==> config.mk <==
export PLATFORM = sky130hd
export DESIGN_NAME = tppwm_top
export DESIGN_NICKNAME = d
export VERILOG_FILES = /design/src/design/tppwm_prescaler.v /design/src/design/tppwm_top.v
export VERILOG_INCLUDE_DIRS = /design/src /design/src/design
export SDC_FILE = /design/constraint.sdc
export NUM_CORES = 1
export LEC_CHECK = 0
export BUFFER_PORTS_ARGS = -buffer_cell sky130_fd_sc_hd__clkbuf_2
export CAP_MARGIN = 20
export CORE_MARGIN = 4
export CORE_UTILIZATION = 44
export DETAILED_ROUTE_END_ITERATION = 7
export PLACE_DENSITY = 0.7
export REMOVE_ABC_BUFFERS = 1
export SLEW_MARGIN = 25
export SYNTH_ARGS = -nofsm -noshare
export SYNTH_HDL_FRONTEND = slang
export SYNTH_SLANG_ARGS = --single-unit
==> constraint.sdc <==
create_clock -name ref_clk -period 2.65 [get_ports ref_clk]
set_input_delay 0.53 -clock ref_clk [delete_from_list [all_inputs] [get_ports ref_clk]]
set_output_delay 0.53 -clock ref_clk [all_outputs]
set_load 0.005 [all_outputs]
==> src/design/tppwm_regs.vh <==
`ifndef TPPWM_REGS_VH
`define TPPWM_REGS_VH

// Register byte offsets on the Wishbone bus
`define TPPWM_ADR_CTRL      8'h00
`define TPPWM_ADR_PERIOD    8'h04
`define TPPWM_ADR_PRESCALE  8'h08
`define TPPWM_ADR_PH_ONE    8'h0c
`define TPPWM_ADR_PH_TWO    8'h10
`define TPPWM_ADR_STATUS    8'h14

// Control register fields
`define TPPWM_CTL_W         7
`define TPPWM_CTL_EN_A      0
`define TPPWM_CTL_EN_B      1
`define TPPWM_CTL_SLAVE     2
`define TPPWM_CTL_BLANK_A   3
`define TPPWM_CTL_BLANK_B   4
`define TPPWM_CTL_COMPLEMENTARY_MODE_SELECT_LO  5
`define TPPWM_CTL_COMPLEMENTARY_MODE_SELECT_HI  6
`define TPPWM_CTL_RST       7'h00

// Phase control register fields
`define TPPWM_PH_POL        7
`define TPPWM_PH_COMPARATOR_TWO_FEEDBACK_ENABLE       6
`define TPPWM_PH_COMPARATOR_ONE_FEEDBACK_ENABLE       5
`define TPPWM_PH_CNT_HI     4
`define TPPWM_PH_RST        8'h00

// Status register fields
`define TPPWM_ST_SYNC       5
`define TPPWM_ST_OUT_A      6
`define TPPWM_ST_OUT_B      7
`define TPPWM_ST_SEEN       8

// Reset values of period and prescale, counter step and complementary-off code
`define TPPWM_PER_RST       5'h00
`define TPPWM_PRE_RST       4'h0
`define TPPWM_CNT_ONE       5'h01
`define TPPWM_COMPLEMENTARY_MODE_SELECT_OFF     2'h0

`endif

==> src/design/tppwm_prescaler.v <==
`timescale 1ns/1ps
// Divides ref_clk by 2**exponent into a one-cycle tick
module tppwm_prescaler #(
  parameter EXP_W = 4,
  parameter DIV_W = 16
) (
  input  wire             ref_clk,
  input  wire             nrst,
  input  wire             run,
  input  wire [EXP_W-1:0] exponent,
  output wire             tick
);

  reg  [DIV_W-1:0] div_r;
  wire [DIV_W-1:0] mask;
  wire [DIV_W-1:0] hit;

  genvar i;
  generate
    for (i = 0; i < DIV_W; i = i + 1) begin : g_mask
      assign mask[i] = (i < exponent);
      assign hit[i]  = ~mask[i] | div_r[i];
    end
  endgenerate

  assign tick = run & (&hit);

  always @(posedge ref_clk or negedge nrst) begin
    if (!nrst) begin
      div_r <= {DIV_W{1'b0}};
    end else if (!run) begin
      div_r <= {DIV_W{1'b0}};
    end else begin
      div_r <= div_r + {{(DIV_W-1){1'b0}}, 1'b1};
    end
  end

endmodule // tppwm_prescaler

==> src/design/tppwm_top.v <==
// Implementation choices: the register offsets and the Wishbone register port.
`timescale 1ns/1ps
`include "tppwm_regs.vh"
module tppwm_top #(
  parameter PER_W = 5,
  parameter EXP_W = 4,
  parameter DIV_W = 16
) (
  input  wire        ref_clk,
  input  wire        nrst,
  input  wire        wb_cyc_i,
  input  wire        wb_stb_i,
  input  wire        wb_we_i,
  input  wire [7:0]  wb_adr_i,
  input  wire [3:0]  wb_sel_i,
  input  wire [31:0] wb_dat_i,
  output reg  [31:0] wb_dat_o,
  output reg         wb_ack_o,
  input  wire        comparator_one_result,
  input  wire        comparator_two_result,
  input  wire        shutdown,
  input  wire        sync_in,
  output wire        sync_out,
  output wire        sync_oe,
  output wire        phase_a_output,
  output wire        phase_b_output
);

  reg  [`TPPWM_CTL_W-1:0] ctrl_r;
  reg  [PER_W-1:0]        period_count_r;
  reg  [EXP_W-1:0]        prescale_exponent_r;
  reg  [7:0]              phase_one_control_r;
  reg  [7:0]              phase_two_control_r;
  reg  [PER_W-1:0]        cnt_r;
  reg  [PER_W-1:0]        cnt_nxt;
  reg                     seen_r;
  reg                     seen_nxt;
  reg                     sync_r;
  reg                     sync_nxt;
  wire [1:0]              act_r;
  wire [1:0]              blank_r;
  wire [1:0]              raw;
  wire [1:0]              phase_en;
  wire [1:0]              output_polarity;
  wire                    run;
  wire                    slave;
  wire                    comp_mode;
  wire                    counting;
  wire                    tick;
  wire                    bus_req;
  wire                    bus_wr;
  wire [31:0]             status;

  assign phase_en  = {ctrl_r[`TPPWM_CTL_EN_B], ctrl_r[`TPPWM_CTL_EN_A]};
  assign run       = |phase_en;
  assign slave     = ctrl_r[`TPPWM_CTL_SLAVE];
  // Only meaningful with both phases on
  assign comp_mode = (ctrl_r[`TPPWM_CTL_COMPLEMENTARY_MODE_SELECT_HI:`TPPWM_CTL_COMPLEMENTARY_MODE_SELECT_LO] != `TPPWM_COMPLEMENTARY_MODE_SELECT_OFF)
                     & (&phase_en);
  assign output_polarity       = {phase_two_control_r[`TPPWM_PH_POL], phase_one_control_r[`TPPWM_PH_POL]};

  // Wishbone slave, one wait state, ack drops after one cycle
  assign bus_req = wb_cyc_i & wb_stb_i & ~wb_ack_o;
  assign bus_wr  = bus_req & wb_we_i & wb_sel_i[0];

  assign status = {23'h000000, seen_r, phase_b_output, phase_a_output, sync_r, cnt_r};

  always @(posedge ref_clk or negedge nrst) begin
    if (!nrst) begin
      wb_ack_o <= 1'b0;
    end else begin
      wb_ack_o <= bus_req;
    end
  end

  always @(posedge ref_clk or negedge nrst) begin
    if (!nrst) begin
      wb_dat_o <= 32'h00000000;
    end else if (bus_req && !wb_we_i) begin
      case (wb_adr_i)
        `TPPWM_ADR_CTRL: begin
          wb_dat_o <= {25'h0000000, ctrl_r};
        end
        `TPPWM_ADR_PERIOD: begin
          wb_dat_o <= {{(32-PER_W){1'b0}}, period_count_r};
        end
        `TPPWM_ADR_PRESCALE: begin
          wb_dat_o <= {{(32-EXP_W){1'b0}}, prescale_exponent_r};
        end
        `TPPWM_ADR_PH_ONE: begin
          wb_dat_o <= {24'h000000, phase_one_control_r};
        end
        `TPPWM_ADR_PH_TWO: begin
          wb_dat_o <= {24'h000000, phase_two_control_r};
        end
        `TPPWM_ADR_STATUS: begin
          wb_dat_o <= status;
        end
        default: begin
          wb_dat_o <= 32'h00000000;
        end
      endcase
    end
  end

  always @(posedge ref_clk or negedge nrst) begin
    if (!nrst) begin
      ctrl_r              <= `TPPWM_CTL_RST;
      period_count_r      <= `TPPWM_PER_RST;
      prescale_exponent_r <= `TPPWM_PRE_RST;
      phase_one_control_r <= `TPPWM_PH_RST;
      phase_two_control_r <= `TPPWM_PH_RST;
    end else if (bus_wr) begin
      case (wb_adr_i)
        `TPPWM_ADR_CTRL: begin
          ctrl_r <= wb_dat_i[`TPPWM_CTL_W-1:0];
        end
        `TPPWM_ADR_PERIOD: begin
          period_count_r <= wb_dat_i[PER_W-1:0];
        end
        `TPPWM_ADR_PRESCALE: begin
          prescale_exponent_r <= wb_dat_i[EXP_W-1:0];
        end
        `TPPWM_ADR_PH_ONE: begin
          phase_one_control_r <= wb_dat_i[7:0];
        end
        `TPPWM_ADR_PH_TWO: begin
          phase_two_control_r <= wb_dat_i[7:0];
        end
        default: begin
          ctrl_r <= ctrl_r;
        end
      endcase
    end
  end

  tppwm_prescaler #(
    .EXP_W (EXP_W),
    .DIV_W (DIV_W)
  ) u_prescaler (
    .ref_clk  (ref_clk),
    .nrst     (nrst),
    .run      (run),
    .exponent (prescale_exponent_r),
    .tick     (tick)
  );

  // Period counter, master wrap or slave sync reset
  always @* begin
    cnt_nxt  = cnt_r;
    seen_nxt = seen_r;
    sync_nxt = sync_r;
    if (!run) begin
      cnt_nxt  = {PER_W{1'b0}};
      seen_nxt = 1'b0;
      sync_nxt = 1'b0;
    end else if (slave) begin
      sync_nxt = 1'b0;
      if (tick) begin
        if (sync_in) begin
          cnt_nxt  = {PER_W{1'b0}};
          seen_nxt = 1'b1;
        end else if (!seen_r) begin
          cnt_nxt = {PER_W{1'b0}};
        end else if (cnt_r != period_count_r) begin
          cnt_nxt = cnt_r + `TPPWM_CNT_ONE;
        end
      end
    end else if (tick) begin
      if (cnt_r >= period_count_r) begin
        cnt_nxt = {PER_W{1'b0}};
      end else begin
        cnt_nxt = cnt_r + `TPPWM_CNT_ONE;
      end
      sync_nxt = (cnt_nxt == period_count_r);
    end
  end

  always @(posedge ref_clk or negedge nrst) begin
    if (!nrst) begin
      cnt_r  <= {PER_W{1'b0}};
      seen_r <= 1'b0;
      sync_r <= 1'b0;
    end else begin
      cnt_r  <= cnt_nxt;
      seen_r <= seen_nxt;
      sync_r <= sync_nxt;
    end
  end

  // Master drives the shared pin, slave listens
  assign sync_out = sync_r;
  assign sync_oe  = run & ~slave;

  assign counting = ~slave | seen_nxt;

  genvar p;
  generate
    for (p = 0; p < 2; p = p + 1) begin : g_phase
      wire [7:0] ph_ctl;
      wire       set;
      wire       blank_en;
      wire       fb;
      wire       kill;
      reg        ph_act_r;
      reg        ph_blank_r;
      assign act_r[p]   = ph_act_r;
      assign blank_r[p] = ph_blank_r;
      assign ph_ctl   = (p == 0) ? phase_one_control_r : phase_two_control_r;
      assign blank_en = (p == 0) ? ctrl_r[`TPPWM_CTL_BLANK_A] : ctrl_r[`TPPWM_CTL_BLANK_B];
      assign set      = tick & phase_en[p] & counting
                        & (cnt_nxt == ph_ctl[`TPPWM_PH_CNT_HI:0]);
      assign fb       = (ph_ctl[`TPPWM_PH_COMPARATOR_ONE_FEEDBACK_ENABLE] & comparator_one_result)
                        | (ph_ctl[`TPPWM_PH_COMPARATOR_TWO_FEEDBACK_ENABLE] & comparator_two_result);
      // Feedback ends the pulse without waiting for an edge
      assign kill     = shutdown | (fb & ~(blank_en & blank_r[p]));
      assign raw[p]   = act_r[p] & ~kill & phase_en[p];

      always @(posedge ref_clk or negedge nrst) begin
        if (!nrst) begin
          ph_act_r   <= 1'b0;
          ph_blank_r <= 1'b0;
        end else begin
          ph_blank_r <= set & ~shutdown;
          if (!phase_en[p] || shutdown) begin
            ph_act_r <= 1'b0;
          end else if (set) begin
            ph_act_r <= 1'b1;
          end else if (kill) begin
            ph_act_r <= 1'b0;
          end
        end
      end
    end
  endgenerate

  assign phase_a_output = raw[0] ^ output_polarity[0];
  assign phase_b_output = (comp_mode ? (~raw[0] & ~shutdown) : raw[1]) ^ output_polarity[1];

endmodule // tppwm_top

==> results of run 1 <==
==> state kept, by name, summed over array words and instances, names as in the netlist <==
| name | flops |
|---|---|
| cnt_r | 5 |
| ctrl_r | 7 |
| g_phase.ph_act_r | 2 |
| g_phase.ph_blank_r | 2 |
| g_phase.ph_ctl | 16 |
| period_count_r | 5 |
| prescale_exponent_r | 4 |
| seen_r | 1 |
| sync_out | 1 |
| u_prescaler.div_r | 15 |
| wb_ack_o | 1 |
| wb_dat_o | 9 |
==> per-layer routing <==
metal	track usage	wire, µm	up-vias
met3	0.0402	578	8
met4	0.0647	93	0
met2	0.322	4940	105
li1	-	-	1579
met5	0	0	-
met1	0.244	4350	1628
==> repair_timing <==
| action | 4_1_cts | 5_1_grt |
|---|---|---|
| setup endpoints to repair | 4 | 4 |
| buffers inserted | 4 | 3 |
| gates resized for setup | 25 | 9 |
| pin swaps | 10 | 12 |
| hold endpoints to repair | 0 | 0 |
==> worst max-delay path by stage <==
stage | start | end | slack, ns | cells past startpoint
6_report | prescale_exponent_r[0] | g_phase[1].ph_act_r | -0.08 | 12
5_1_grt | prescale_exponent_r[0] | g_phase[1].ph_act_r | -0.20 | 12
4_1_cts | prescale_exponent_r[0] | g_phase[1].ph_act_r | -0.005 | 12
3_5_place_dp | u_prescaler.div_r[0] | g_phase[1].ph_act_r | -0.15 | 9
3_3_place_gp | prescale_exponent_r[0] | g_phase[1].ph_act_r | -0.04 | 9
2_1_floorplan | ctrl_r[0] | g_phase[1].ph_act_r | -0.11 | 8
==> synth_stat cells (8+ instances only) <==
cell      count
a21oi_1      13
and3_1        8
buf_4        24
clkbuf_1     10
dfrtp_1      68
inv_1        12
mux2_2       35
mux2i_1      14
nand2_1      30
nand3_1      14
nor2_1       32
nor2b_1       8
o21ai_0      25
xnor2_1      11
xor2_1       15
==> final cells by class <==
type | count | area (µm²)
tap | 108 | 135
timing repair buffer | 90 | 606
clock buffer | 9 | 124
fill | 725 | 3830
clock inverter | 7 | 121
multi-input combinational | 312 | 2240
inverter | 12 | 45.0
sequential | 68 | 1700
==> cell families (layout without fill, tap and decap cells) <==
group           count (synthesis)  in the layout  synth area share
buf+inv                        48            118            0.0678
compound gates                 80             80             0.131
flops                          68             68             0.425
other cells                     1             23          0.000937
mux                            49             49             0.133
fa+ha+maj                       7              7            0.0219
simple gates                  127            127             0.163
xor+xnor                       26             26            0.0569
==> power by group through the flow <==
stage / Clock (µW) / Sequential, µW / Combinational (µW)
finish: 1060 / 1050 / 114
global route: 1120 / 1050 / 130
CTS: 1080 / 1050 / 113
detailed placement: 0 / 1070 / 109
global placement: 0 / 1070 / 106
floorplan: 0 / 1070 / 33.6
==> per-stage QoR <==
stage               worst slack (ns)  power, µW  hold slack (ns)   util  setup TNS (ns)
floorplan                     -0.112       1100            0.234      -          -0.174
global placement             -0.0394       1170            0.437  0.514         -0.0394
detailed placement            -0.150       1170            0.441  0.514          -0.416
CTS                         -0.00515       2240            0.163  0.558        -0.00515
global route                  -0.201       2300            0.178  0.565          -0.568
finish                       -0.0799       2220            0.162  0.565          -0.138
==> run_results.csv, run 1 <==
group,metric,value,unit
cells_and_area,antenna_cells,0,
worst_setup_path,arrival,3.00,ns
floorplanning,coreArea,8810,µm²
placed_design,placed_area,4530,µm²
drt,num_vias,3320,
worst_setup_path,required,2.92,ns
drt,drt_wl_total,9970,µm
flow_run,drv_cap,0,
placed_design,dp_hpwl,7260,µm
worst_setup_path,r2r_cells,12,
logic_synthesis,ys_warn_count,0,
clock_tree,clockBufferDepth,2,
cells_and_area,layout_commonest_cell,"dfrtp_1",
worst_setup_path,path_class,"reg2reg",
drt,wl_per_cell,16.4,µm
power,p_switching,507,µW
power,share_seq_of_total_power,0.471,
worst_setup_path,reg2reg_to,"g_phase[1].ph_act_r",
sta,slew_headroom,0.617,
logic_synthesis,synth_top_area_cell,"dfrtp_1",
clock_tree,cts.sinks,68,
power,p_clk_frac,0.478,
logic_synthesis,ys_seq_area_frac,0.425,
global_route,grt_max_degree,45,
global_route,grt_pass1_wl,15700,µm
cells_and_area,fin_nets,553,
drt,drtIter0Drc,121,
floorplanning,die_y,103,µm
drt,first_pass_iters,4,
logic_synthesis,netlist_area,4000,µm²
clock_tree,path_clk_slew,0.08,ns
clock_tree,cts_hold_buf,0,
logic_synthesis,synth_area_leaders,"dfrtp_1, mux2_2, buf_4, mux2i_1, xor2_1",
worst_setup_path,crit_buf_inv,5,
worst_setup_path,r2r-start,"prescale_exponent_r[0]",
sta,worstMarginPinSlew,0.575,ns
floorplanning,die_w,103,µm
worst_setup_path,path_cells,"buf_6 -> buf_6 -> o21bai_1 -> a311oi_1 -> buf_4 -> nor4_4 -> buf_12 -> buf_6 -> and4bb_2 -> or3_1 -> a221o_1 -> o31ai_2",
drt,viasPerCell,5.48,
sta,worst_slack,-0.0799,ns
logic_synthesis,synth.top_cell.area_share,0.425,
clock_tree,h-tree-depth,3,
worst_hold_path,hold_class,"in2async",
worst_setup_path,endpoint_kind,"flop",
floorplanning,die_area,10700,µm²
worst_setup_path,crit_top_cell,"buf_6",
placed_design,portBuffers,39,
clock_tree,cts_buffers,9,
sta,hold_viol,0,
sta,max_freq,366,MHz
cells_and_area,area_delta_synth_final,24.2,%
placed_design,place_congestion,0.877,
worst_setup_path,cp_slowest_stage_delay,0.41,ns
status,violations,"setup timing",
cells_and_area,layout_common_cells,"dfrtp_1, buf_4, clkbuf_2, mux2_2, nor2_1",
drt,route.detailed.drc,0,
worst_setup_path,path_max_fanout,8,
clock_tree,root_buffer,"clkbuf_8",
drt,postRouteAntennaNets,0,
logic_synthesis,ys_ff_latch,68,
global_route,overflow,0,
sta,fin_skew,0.0132,ns
clock_tree,cts_tree,"built",
cells_and_area,finish.instance_area,4970,µm²
worst_setup_path,crit_slowest_cell,"dfrtp_1",
logic_synthesis,synth_cell_types,56,
power,peakVddDrop,0.320,mV
power,p_per_area,447,nW/µm²
logic_synthesis,syn_inst,406,
status,outcome,"complete, but fails checks",
clock_tree,insertion_delay,0.35,ns
worst_setup_path,cp-start-kind,"flop",
power,power.internal,1710,µW
global_route,grtUsageTotal,0.191,
global_route,grt_pass1_vias,3170,
sta,finalSetupViolCount,3,
sta,period_minus_slack,2.73,ns
worst_setup_path,ff2ff_setup_slack,-0.08,ns
floorplanning,start_util,0.455,
sta,drv_slew,0,
floorplanning,num_rows,34,
logic_synthesis,synth-main-ff-cell,"dfrtp_1",
power,swShare,0.228,
power,leakage,0.00239,µW
logic_synthesis,synth_edf_count,0,
worst_setup_path,crit_family,"compound AO/OA/AOI/OAI gates",
placed_design,dp.cells,584,
power,combPwrFrac,0.051,
floorplanning,io_pins,90,
cells_and_area,layout-drive-gt1-share,0.329,
sta,fin_crit_sh,1.03,
sta,rsz0062_at_grt,"yes",
logic_synthesis,ys_async_sr_fraction,1.00,
global_route,grt_antenna_before_repair,0,
cells_and_area,layout.cells.non_filler,606,
logic_synthesis,syn_avg_cell_area,9.86,µm²
No activity file was read; power rests on OpenSTA's default activity.
==> run 2, diff against run 1 <==
--- a/config.mk
+++ b/config.mk
@@ -11,9 +11,9 @@
 export CORE_MARGIN = 4
 export CORE_UTILIZATION = 44
 export DETAILED_ROUTE_END_ITERATION = 7
-export PLACE_DENSITY = 0.7
+export PLACE_DENSITY = 0.72
 export REMOVE_ABC_BUFFERS = 1
-export SLEW_MARGIN = 25
+export SLEW_MARGIN = 10
 export SYNTH_ARGS = -nofsm -noshare
 export SYNTH_HDL_FRONTEND = slang
 export SYNTH_SLANG_ARGS = --single-unit
==> run 2 against run 1 <==
Compared with the run above:
- the run still ends with setup timing left
- final cell count is 0.99% higher
- clock skew down 0.0022 ns
- die area did not move
- hold slack gained 0.011 ns
- global-route usage rose by 0.94 points
- total power down 9.1%
- sequential power about the same
- critical path type unchanged
- highest routed layer unchanged
==> run_results.csv, run 2 (synthesis results as in run 1) <==
group,metric,value,unit
sta,worstMarginPinSlew,0.598,ns
sta,worst_slack,-0.0209,ns
power,swShare,0.238,
drt,wl_per_cell,16.6,µm
clock_tree,cts_buffers,9,
floorplanning,start_util,0.455,
sta,fin_crit_sh,1.01,
clock_tree,path_clk_slew,0.08,ns
sta,slew_headroom,0.601,
floorplanning,die_w,103,µm
cells_and_area,layout-drive-gt1-share,0.333,
status,outcome,"complete, but fails checks",
worst_setup_path,r2r_cells,9,
drt,first_pass_iters,4,
power,combPwrFrac,0.058,
worst_setup_path,path_cells,"ha_1 -> and4_4 -> a211oi_2 -> buf_4 -> a22oi_2 -> and4bb_2 -> or3_1 -> a221o_1 -> o31ai_2",
floorplanning,die_area,10700,µm²
clock_tree,h-tree-depth,3,
power,leakage,0.00239,µW
drt,drt_wl_total,10100,µm
worst_setup_path,required,2.92,ns
drt,num_vias,3319,
global_route,grt_pass1_wl,16300,µm
drt,drtIter0Drc,126,
worst_setup_path,cp-start-kind,"flop",
sta,finalSetupViolCount,1,
sta,max_freq,374,MHz
worst_setup_path,path_max_fanout,3,
floorplanning,die_y,103,µm
worst_setup_path,ff2ff_setup_slack,-0.02,ns
flow_run,drv_cap,0,
drt,viasPerCell,5.42,
worst_setup_path,crit_family,"compound AO/OA/AOI/OAI gates",
worst_setup_path,crit_buf_inv,1,
sta,hold_viol,0,
worst_setup_path,path_class,"reg2reg",
drt,route.detailed.drc,0,
worst_setup_path,cp_slowest_stage_delay,0.41,ns
clock_tree,cts.sinks,68,
clock_tree,root_buffer,"clkbuf_8",
clock_tree,clockBufferDepth,2,
cells_and_area,largest_register_ffs,16,
floorplanning,num_rows,34,
cells_and_area,layout_commonest_cell,"dfrtp_1",
worst_setup_path,reg2reg_to,"g_phase[1].ph_act_r",
status,violations,"setup timing",
worst_setup_path,r2r-start,"cnt_r[1]",
placed_design,dp_hpwl,7500,µm
clock_tree,cts_tree,"built",
sta,fin_setup_tns,-0.0209,ns
cells_and_area,area_delta_synth_final,23.0,%
worst_setup_path,crit_slowest_cell,"dfrtp_1",
global_route,grt_pass1_vias,3240,
placed_design,place_congestion,0.894,
floorplanning,io_pins,90,
global_route,overflow,0,
power,p_per_area,410,nW/µm²
drt,postRouteAntennaNets,0,
sta,rsz0062_at_grt,"yes",
global_route,grt_max_degree,69,
power,p_switching,480,µW
cells_and_area,nFillCells,776,
sta,fin_skew,0.0111,ns
cells_and_area,fin_nets,560,
sta,drv_slew,0,
worst_setup_path,arrival,2.94,ns
sta,whs,0.173,ns
clock_tree,insertion_delay,0.36,ns
sta,period_minus_slack,2.67,ns
power,peakVddDrop,0.249,mV
power,share_seq_of_total_power,0.518,
power,p_clk_frac,0.424,
floorplanning,coreArea,8810,µm²
cells_and_area,layout_common_cells,"dfrtp_1, buf_4, clkbuf_2, mux2_2, nor2_1",
worst_hold_path,hold_class,"in2async",
power,power.internal,1540,µW
global_route,grtUsageTotal,0.200,
cells_and_area,antenna_cells,0,
worst_setup_path,endpoint_kind,"flop",
clock_tree,cts_hold_buf,0,
placed_design,portBuffers,39,
global_route,grt_antenna_before_repair,0,
==> run 2: changes by cell type in the layout (fill, tap and decap cells not counted), sizes merged <==
cell,before,now
clkinv,2,1
bufinv,3,1
inv,14,12
buf,52,59
clkinvlp,0,2
clkbuf,47,49
==> run 2: layer usage <==
layer | global-route usage | vias up | share of wire
li1 | - | 1593 | -
met1 | 0.256 | 1618 | 0.42
met2 | 0.334 | 92 | 0.50
met3 | 0.0516 | 16 | 0.059
met4 | 0.0608 | 0 | 0.016
met5 | 0 | - | 0
==> run 2: how the worst max path moves through the flow <==
stage | from | to | slack [ns] | depth (start not counted)
finish | cnt_r[1] | g_phase[1].ph_act_r | -0.02 | 9
global route | u_prescaler.div_r[1] | g_phase[0].ph_act_r | -0.13 | 10
CTS | prescale_exponent_r[0] | g_phase[1].ph_act_r | 0.005 | 11
detailed placement | prescale_exponent_r[0] | g_phase[1].ph_act_r | -0.12 | 9
global placement | prescale_exponent_r[0] | g_phase[1].ph_act_r | -0.09 | 9
floorplan | ctrl_r[0] | g_phase[1].ph_act_r | -0.11 | 8
==> run 2: power groups by stage <==
stage / registers (µW) / logic [µW] / clock network (µW)
after floorplan: 1070 / 33.6 / 0
after global placement: 1070 / 111 / 0
after detailed placement: 1070 / 113 / 0
after CTS: 1050 / 115 / 871
after global routing: 1050 / 132 / 932
final: 1050 / 116 / 856
==> run 2: stage by stage <==
step,setup slack (ns),utilization,power (µW),cell area (µm²),instances
detailed placement,-0.116,0.522,1180,4590,591
global route,-0.132,0.559,2110,4920,612
CTS,0.00540,0.550,2030,4850,609
finish,-0.0209,0.559,2020,4920,612
global placement,-0.0872,0.522,1180,4590,591
floorplan,-0.112,-,1100,3860,392
==> run 2: final cells by class <==
cell class / count / area [µm²] / area share
clock buffers: 11 / 141 / 0.0287
clock inverters: 4 / 50.0 / 0.0102
inverters: 12 / 45.0 / 0.00915
multi-input cells: 312 / 2200 / 0.447
flip-flops and latches: 68 / 1700 / 0.346
well taps: 108 / 135 / 0.0274
repair buffers: 97 / 651 / 0.132
==> run 2: timing repair <==
action | CTS | global route
pin swaps | 10 | 13
buffers inserted | 2 | 3
setup endpoints to repair | 4 | 4
gates resized for setup | 9 | 14
gates cloned | 1 | 0
